File: src/shared/mifeb_pkg.sv
package mifeb_pkg;
  localparam int NREG = 9;
  localparam logic [3:0] IDX_EDGE = 4'h0;
  localparam logic [3:0] IDX_CTRL_A = 4'h1;
  localparam logic [3:0] IDX_CTRL_B = 4'h2;
  localparam logic [3:0] IDX_CTRL_C = 4'h3;
  localparam logic [3:0] IDX_CTRL_D = 4'h4;
  localparam logic [3:0] IDX_SEC_TA = 4'h5;
  localparam logic [3:0] IDX_SEC_TB = 4'h6;
  localparam logic [3:0] IDX_SEC_PA = 4'h7;
  localparam logic [3:0] IDX_SEC_PB = 4'h8;
  localparam int IDX_SEC0 = 5;
  // Implemented-bit masks; unimplemented bits store and read as zero
  localparam logic [7:0] MASK_EDGE_FULL = 8'hff;
  localparam logic [7:0] MASK_EDGE_TWO = 8'h0f;
  localparam logic [7:0] MASK_CTRL_A = 8'h7f;
  localparam logic [7:0] MASK_FULL = 8'hff;
  localparam logic [7:0] MASK_CTRL_D = 8'h33;
  localparam logic [7:0] MASK_SEC_GAP = 8'h77;
  localparam logic [7:0] MASK_NONE = 8'h00;
  localparam logic [7:0] REG_RESET = 8'h00;
  // Bit positions
  localparam int B_GIE = 0;
  localparam int B_A_CMP0 = 6;
  localparam int B_A_EXT1 = 5;
  localparam int B_A_EXT0 = 4;
  localparam int B_B_ADC = 7;
  localparam int B_B_MF1 = 6;
  localparam int B_B_MF0 = 5;
  localparam int B_B_CMP1 = 4;
  localparam int B_C_MF3 = 7;
  localparam int B_C_TB1 = 6;
  localparam int B_C_TB0 = 5;
  localparam int B_C_MF2 = 4;
  localparam int B_D_EXT3 = 5;
  localparam int B_D_EXT2 = 4;
  localparam int B_PA_XP = 5;
  localparam int NPIN = 4;
  localparam int FLD_W = 2;
  localparam logic [1:0] EDGE_OFF = 2'h0;
  localparam logic [1:0] EDGE_RISE = 2'h1;
  localparam logic [1:0] EDGE_FALL = 2'h2;
  localparam logic [1:0] EDGE_BOTH = 2'h3;

  typedef struct packed {
    logic wr;
    logic rd;
    logic [3:0] addr;
    logic [7:0] wdata;
  } mifeb_req_t;

  typedef struct packed {
    logic cmp0;
    logic cmp1;
    logic adc;
    logic tb0;
    logic tb1;
    logic [15:0] sec;
  } mifeb_evt_t;
endpackage : mifeb_pkg

File: src/core/mifeb_bank.sv
// Notes on behaviour
// - Edge field: 00 off, 01 rising, 10 falling, 11 both edges set flag.
// - Edge register bits 1~0 pin 0, bits 3~2 pin 1.
// - Largest variant: bits 5~4 pin 2, bits 7~6 pin 3.
// - Two-pin variant: edge register bits 7~4 read zero.
// - Global enable in ctrl A bit 0; 1 forwards interrupts to core.
// - Each source except evt.sec[7] and evt.sec[15] has software read/write flag and enable bit.
// - Ctrl A bits 6..1: cmp0 flag, ext1, ext0 flags, cmp0, ext1, ext0 enables.
// - Ctrl B: adc, multi1, multi0, cmp1 flags, then matching enables.
// - Ctrl C: multi3, timebase1, timebase0, multi2 flags, then enables.
// - Ctrl D holds ext pins 2 and 3, largest variant only.
// - Four secondary registers hold grouped source flag/enable pairs.
// - Edge pins and peripheral pin raise external requests.
// - One edge select register configures all edge pins.
// - Ctrl A bit 7 reads zero.
// - Flag sets even when disabled; no request then.
// - Global enable clear blocks all interrupt requests.
// - Service clears global enable; later events still set flags.
`timescale 1ns/1ps
module mifeb_bank #(
  parameter bit FOUR_PINS = 1'b1
) (
  // Clock and reset
  input wire logic clock,
  input wire logic arst_n,
  // Register access
  input mifeb_pkg::mifeb_req_t req,
  output logic [7:0] rd_data_r,
  // Event sources
  input wire logic [mifeb_pkg::NPIN-1:0] edge_irq_pins,
  input wire logic peripheral_irq_pin,
  input mifeb_pkg::mifeb_evt_t evt,
  // Core vectoring side
  input wire logic irq_ack,
  output logic irq_req_r,
  output logic [15:0] irq_pending_r
);
  import mifeb_pkg::*;

  logic [7:0] regs_r [NREG];
  logic [7:0] regs_nxt [NREG];
  logic [7:0] set_v [NREG];
  logic [7:0] mask_v [NREG];
  logic [NPIN-1:0] pins_prev_r;
  logic [NPIN-1:0] rise;
  logic [NPIN-1:0] fall;
  logic [NPIN-1:0] ext_evt;
  logic xp_prev_r;
  logic xp_evt;
  logic [3:0] multi_set;
  logic [15:0] pending;
  logic any_pend;
  logic [7:0] rd_sel;
  logic addr_ok;
  logic gie;

  // Edge detection on synchronous pins
  assign rise = edge_irq_pins & ~pins_prev_r;
  assign fall = ~edge_irq_pins & pins_prev_r;
  // Peripheral pin requests on its rising edge
  assign xp_evt = peripheral_irq_pin & ~xp_prev_r;

  genvar gp;
  generate
    for (gp = 0; gp < NPIN; gp++) begin : g_pin
      logic [1:0] fld;
      // One edge select register serves every pin
      assign fld = regs_r[IDX_EDGE][gp*FLD_W +: FLD_W];
      assign ext_evt[gp] = (fld[0] & rise[gp]) | (fld[1] & fall[gp]);
    end
  endgenerate

  // Multi-function group n follows secondary register n
  genvar gm;
  generate
    for (gm = 0; gm < 4; gm++) begin : g_multi
      assign multi_set[gm] = |(regs_r[IDX_SEC0+gm][7:4]
                               & regs_r[IDX_SEC0+gm][3:0]);
    end
  endgenerate

  assign mask_v[IDX_EDGE] = FOUR_PINS ? MASK_EDGE_FULL : MASK_EDGE_TWO;
  assign mask_v[IDX_CTRL_A] = MASK_CTRL_A;
  assign mask_v[IDX_CTRL_B] = MASK_FULL;
  assign mask_v[IDX_CTRL_C] = MASK_FULL;
  assign mask_v[IDX_CTRL_D] = FOUR_PINS ? MASK_CTRL_D : MASK_NONE;
  assign mask_v[IDX_SEC_TA] = MASK_FULL;
  assign mask_v[IDX_SEC_TB] = MASK_SEC_GAP;
  assign mask_v[IDX_SEC_PA] = MASK_FULL;
  assign mask_v[IDX_SEC_PB] = MASK_SEC_GAP;

  // Hardware set vectors; flags set regardless of their enables
  assign set_v[IDX_EDGE] = 8'h00;
  assign set_v[IDX_CTRL_A] = {1'b0, evt.cmp0, ext_evt[1], ext_evt[0],
                              4'h0};
  assign set_v[IDX_CTRL_B] = {evt.adc, multi_set[1], multi_set[0],
                              evt.cmp1, 4'h0};
  assign set_v[IDX_CTRL_C] = {multi_set[3], evt.tb1, evt.tb0,
                              multi_set[2], 4'h0};
  assign set_v[IDX_CTRL_D] = {2'h0, ext_evt[3], ext_evt[2], 4'h0};
  assign set_v[IDX_SEC_TA] = {evt.sec[3:0], 4'h0};
  assign set_v[IDX_SEC_TB] = {evt.sec[7:4], 4'h0};
  assign set_v[IDX_SEC_PA] = {evt.sec[11:10], evt.sec[9] | xp_evt,
                              evt.sec[8], 4'h0};
  assign set_v[IDX_SEC_PB] = {evt.sec[15:12], 4'h0};

  assign gie = regs_r[IDX_CTRL_A][B_GIE];

  genvar gr;
  generate
    for (gr = 0; gr < NREG; gr++) begin : g_reg
      logic hit;
      logic [7:0] base;
      assign hit = req.wr && (req.addr == 4'(gr));
      assign base = hit ? req.wdata : regs_r[gr];
      // Service only clears the global enable, and a write wins over it
      if (gr == IDX_CTRL_A) begin : g_gie
        logic [7:0] acked;
        assign acked = (irq_ack && !hit) ? (base & ~8'h01) : base;
        assign regs_nxt[gr] = (acked | set_v[gr]) & mask_v[gr];
      end else begin : g_plain
        // Set wins over a clearing write in the same cycle
        assign regs_nxt[gr] = (base | set_v[gr]) & mask_v[gr];
      end
      always_ff @(posedge clock or negedge arst_n) begin
        if (!arst_n) begin
          regs_r[gr] <= REG_RESET;
        end else begin
          regs_r[gr] <= regs_nxt[gr];
        end
      end
    end
  endgenerate

  // Primary flag and enable pairs seen by the core
  assign pending = {regs_r[IDX_CTRL_D][5:4] & regs_r[IDX_CTRL_D][1:0],
                    regs_r[IDX_CTRL_C][7:4] & regs_r[IDX_CTRL_C][3:0],
                    regs_r[IDX_CTRL_B][7:4] & regs_r[IDX_CTRL_B][3:0],
                    regs_r[IDX_CTRL_A][6:4] & regs_r[IDX_CTRL_A][3:1],
                    3'h0};
  assign any_pend = |pending;

  assign addr_ok = req.addr < NREG[3:0];
  assign rd_sel = addr_ok ? regs_r[req.addr] : 8'h00;

  always_ff @(posedge clock or negedge arst_n) begin
    if (!arst_n) begin
      pins_prev_r <= '0;
      xp_prev_r <= 1'b0;
      rd_data_r <= 8'h00;
      irq_req_r <= 1'b0;
      irq_pending_r <= 16'h0000;
    end else begin
      pins_prev_r <= edge_irq_pins;
      xp_prev_r <= peripheral_irq_pin;
      if (req.rd) begin
        rd_data_r <= rd_sel;
      end
      // Gated by irq_ack so the request is low from the cycle after the ack, when gie clears, and the core never sees a stale request
      irq_req_r <= gie & any_pend & ~irq_ack;
      irq_pending_r <= pending;
    end
  end
endmodule : mifeb_bank

File: config.mk
export PLATFORM = sky130hd
export DESIGN_NAME = mifeb_bank
export DESIGN_NICKNAME = d
export VERILOG_FILES = /design/src/shared/mifeb_pkg.sv /design/src/core/mifeb_bank.sv
export SDC_FILE = /design/constraint.sdc
export NUM_CORES = 1
export LEC_CHECK = 0
export BUFFER_PORTS_ARGS = -buffer_cell sky130_fd_sc_hd__buf_2
export CORE_MARGIN = 5
export CORE_UTILIZATION = 50
export CTS_CLUSTER_DIAMETER = 40
export DETAILED_ROUTE_END_ITERATION = 8
export PLACE_DENSITY = 0.72
export REMOVE_ABC_BUFFERS = 1
export SYNTH_ARGS = -nofsm -noshare
export SYNTH_HDL_FRONTEND = slang
export SYNTH_SLANG_ARGS = --single-unit
File: constraint.sdc
create_clock -name clock -period 3.1 [get_ports clock]
set_input_delay 0.62 -clock clock [delete_from_list [all_inputs] [get_ports clock]]
set_output_delay 0.62 -clock clock [all_outputs]
set_load 0.005 [all_outputs]
After elaboration in Yosys (flattened, before gate mapping)
Cells that the tools add are included.

cells by class
  magnitude comparators = 2
  equal/unequal tests = 8
  mux-type cells = 13
  bitwise operators = 39
  reduce and logical (&&, ||, !) cells = 17

operators with widths
  operator                                                         number
  8-bit 2-to-1 mux                                                 7
  8-bit binary-select mux with 4-bit select                        1
  8-bit bitwise OR                                                 4
  4-bit bitwise AND                                                6
  7-bit 2-to-1 mux                                                 3
  7-bit bitwise OR                                                 3
  4-bit by 3-bit == test with 1-bit output, second input constant  4
  4-bit OR reduction                                               4
  13-bit OR reduction                                              1
  1-bit bitwise AND                                                11
  1-bit logical AND                                                10
  3-bit bitwise AND                                                3
  4-bit by 2-bit == test with 1-bit output, second input constant  2
  4-bit inverter                                                   2
  6-bit 2-to-1 mux                                                 1
  6-bit bitwise OR                                                 1
  5-bit greater-or-equal comparator, second input constant         1
  4-bit inverter with 5-bit output                                 1
  1-bit bitwise OR                                                 5
  4-bit by 1-bit == test with 1-bit output, second input constant  1
  4-bit == test, second input constant                             1
  4-bit zero test                                                  1
  4-bit < comparator, second input constant                        1
  2-bit bitwise AND                                                1
  other kinds (3)                                                  4

storage, ports and cells
  flip-flop bits (word level) = 90
  input bits = 43

Longest topological paths before layout
  depth in word-level cells = 6
  mapped depth = 6

Worst setup path before layout
Ideal clock, no wire load.

  path kind = input -> register
  start point = in req[10] (netlist name)
  end point = reg regs_r[41] (netlist name)
  setup time = 0.125 ns
  data arrival time = 1.817 ns
  required time = 2.975 ns
  path slack = 1.158 ns
  stages on the path = 5
  path buffers = 2
  cell sequence = buf_4 buf_6 or3b_1 nor2_2 mux2_2

between the ends
  cells in the longest elaborated chain, start to end = 4

RTL lines
  element                                   RTL line           RTL
  from (decl)                               mifeb_bank.sv:27   input mifeb_pkg::mifeb_req_t req,
  4-bit by 2-bit == test with 1-bit output  mifeb_bank.sv:114  assign hit = req.wr && (req.addr == 4'(gr));
  1-bit logical AND                         mifeb_bank.sv:114
  8-bit 2-to-1 mux                          mifeb_bank.sv:115  assign base = hit ? req.wdata : regs_r[gr];
  8-bit bitwise OR                          mifeb_bank.sv:123  assign regs_nxt[gr] = (base | set_v[gr]) & mask_v[gr];
  to (signal, indexed assignment)           mifeb_bank.sv:129  regs_r[gr] <= regs_nxt[gr];
  to (decl)                                 mifeb_bank.sv:40   logic [7:0] regs_r [NREG];

Every way passes these cells.
A chain may end at the register's enable or synchronous reset.

Worst setup path after layout
  start point = in req[8] (netlist name)
  end point = reg rd_data_r[1]

between the ends
  cells in the longest elaborated chain, start to end = 5
  elaborated cells on any way between the ends = 6
  those cells by class = order compare: 1; mux: 4; bitwise: 1

RTL lines
  element                                                 RTL line           RTL
  4-bit inverter with 5-bit output (not written as such)  mifeb_bank.sv:144  assign rd_sel = addr_ok ? regs_r[req.addr] : 8'h00;
  8-bit binary-select mux with 4-bit select               mifeb_bank.sv:144
  8-bit 2-to-1 mux (not written as such) (2 in series)    mifeb_bank.sv:144
  8-bit 2-to-1 mux (*)                                    mifeb_bank.sv:144
  to (signal assigned)                                    mifeb_bank.sv:157  rd_data_r <= rd_sel;
  to (decl)                                               mifeb_bank.sv:28   output logic [7:0] rd_data_r,

Every way passes the cells marked *; elsewhere a longest branch is shown, timed or not. The select of a mux whose other input is x is not followed.

==> out/qor.yml <==
ys_ff_latch: 90
leakage_nw: 2.127
fmax_ghz: 0.4745
start_kind: "input port"
finalSetupViolations: 0
first_global_vias: 3017
cp_slowest_cell: "mux4_1"
yosys.area.top_type: "dfrtp_1"
outcome: "complete, no violations"
rr_worst_depth: 3
vias: 3024
setup_tns_ns: 0
synth.top_cell.area_share_pct: 54.79
pwr-share-clk_pct: 32.1
min_period_over_period_pct: 67.98
start_util_pct: 50.79
cts_made_buffers: 9
ant_nets: 0
wl_um: 10500
fp.dieH_um: 100.7
intPower_w: 0.002134
critPathMaxStageDelay_ns: 0.66
min_period_ns: 2.107
rsz0062_at_grt: "no"
via_per_inst: 6.171
area_growth_pct: 15.31
clock-skew-final_ns: 0.01428
swShare_pct: 26.27
drt_iter0_drc: 275
drive_gt1_share_pct: 33.25
dr.pass1.iters: 6
placedInstanceArea_mm2: 0.004502
critPathLaunch: "req[8]"
die_x_um: 100.7
num_antenna_cells: 0
slew_headroom_pct: 58.25
core_area_mm2: 0.008093
clockBufferDepth: 2
drv_cap: 0
cts_tree: "built"
port_buffers: 62
crit_chain: "buf_2 -> mux4_1 -> mux2_2 -> a221o_1"
yosysWarnings: 0
p_comb_share_pct: 17.1
report.final.slew_viol_count: 0
path_clk_slew_ns: 0.09
crit_fanout: 22
arrival_ns: 2.35
drc_errors: 0
end_kind: "register"
grt_pass1_wl_um: 16550
clkSinkCount: 90
die-area_mm2: 0.01013
final_cell_area_mm2: 0.004740
whs_ns: 0.2311
rr_startpoint: "regs_r[25]"
io_pins: 68
synthCells: 318
crit_type: "input port to register"
grt_usage_pct: 21.91
gr-total-overflow: 0
postCtsSetupBuffers: 0
seq_area_frac_synth_pct: 54.79
power.density_mw_per_mm2: 610.6
wl_per_cell_um: 21.43
critPathRequiredTime_ns: 3.34
peakVddDrop_v: 0.0002532
core.rowCount: 33
ys_types: 39
clk_latency_ns: 0.36
ctsHtreeMaxLevel: 3
hold_viol: 0
synthTopCellsByArea: "dfrtp_1 55%, mux2_2 9.6%, a211o_1 5.1%, mux4_2 3.8%, and3_1 3.8%"
cts_resized: 0
hold_buffers: 0
avgSynthCellArea_um2: 12.93
cts-root-buf: "clkbuf_8"
seq_power_share_pct: 50.8
syn-cell-area_mm2: 0.004110
p_sw_w: 0.0007604
place_congestion: 0.9135
nets: 423
grt_max_degree: 51
antenna_found_initial: 0
hold_path.class: "input port to asynchronous set/reset pin"
worstMarginPinSlew_ns: 0.6250
dp_hpwl_um: 7594
critical path: cells and delay by family:
kind,cells,cell delay (ns)
buffers and inverters,1,0.46
multiplexers,2,0.94
AO/OA/AOI/OAI,1,0.31
power by group through the flow:
stage                     Combinational [W]  Clock (W)  Sequential [W]
after global routing               0.000540   0.000993         0.00149
after global placement             0.000485          0         0.00148
final                              0.000496   0.000929         0.00147
after detailed placement           0.000495          0         0.00149
after floorplan                    0.000278          0         0.00146
after CTS                          0.000499   0.000938         0.00147
flip-flops by register name (all words and copies together), names as in the netlist:
name / cells
regs_r: 54
irq_pending_r: 13
g_pin.fld: 8
rd_data_r: 8
pins_prev_r: 4
gie: 1
irq_req_r: 1
xp_prev_r: 1
logic make-up (layout without fill, tap and decap cells):
kind of cell           Yosys count  after routing  share of synthesized area (%)
AOI/OAI and AO/OA               67             67                          12.39
buffers and inverters           21             86                          2.770
DFF                             90             90                          54.79
muxes                           49             49                          16.71
other                            1              3                        0.09124
and+or+nand+nor                 90             90                          13.24
routing by layer:
layer | vias to the layer above | part of all wire, % | GRT usage (%)
li1 | 1325 | - | -
met1 | 1528 | 42 | 29.96
met2 | 152 | 48 | 34.99
met3 | 19 | 7.8 | 5.398
met4 | 0 | 2.3 | 6.114
met5 | - | 0 | 0
final cells by class:
| cell class | instances | area (um2) |
|---|---|---|
| inverter | 5 | 18.77 |
| timing repair buffer | 65 | 347.8 |
| sequential | 90 | 2252 |
| clock inverter | 4 | 72.57 |
| multi-input combinational | 209 | 1752 |
| fill | 687 | 3353 |
| tap | 105 | 131.4 |
| clock buffer | 12 | 165.2 |
placed cells by master (no fill, tap or decap), types with 5 or more instances in the layout:
cell	count
a211o_1	24
a22oi_1	5
and2_1	15
and3_1	25
buf_2	61
clkbuf_8	12
dfrtp_1	90
inv_1	5
mux2_2	35
mux4_2	7
nand2_1	16
nand3_1	8
nand3b_1	5
nor2b_1	5
o21ai_0	19
synth_stat cells, drive strengths merged:
cell type	n
dfrtp	90
clkbuf	7
and2	15
nor2	5
mux4	11
mux2i	3
a22o	4
a222oi	3
a31oi	2
a21oi	1
nand2b	2
a41oi	1
a221oi	2
a22oi	5
a211o	24
mux2	35
nand2	18
nor3b	2
inv	5
and3	25
or3b	1
o21ai	19
nand3	8
a221o	4
o221ai	2
buf	9
conb	1
and3b	2
nand3b	5
nor4b	2
nor2b	5
worst paths after layout:
kind / slack, ns / to
worst min-delay path: 0.23 / regs_r[28]
worst max-delay path: 0.99 / rd_data_r[1]
worst min register to register: 0.52 / rd_data_r[4]
worst max register to register: 1.44 / rd_data_r[1]
min in group clock: 0.38 / xp_prev_r
max in group asynchronous: 2.22 / regs_r[58]
through the flow:
step                      power, W  util [%]  setup WS, ns  instances
after floorplan           0.001736         -         1.284        304
after global placement    0.001967     55.63        0.6489        474
after detailed placement  0.001985     55.63        0.6460        474
after CTS                 0.002903     58.57         1.020        490
after global routing      0.003022     58.57        0.9647        490
final                     0.002894     58.57        0.9925        490
No activity file was read; power rests on OpenSTA's default activity.
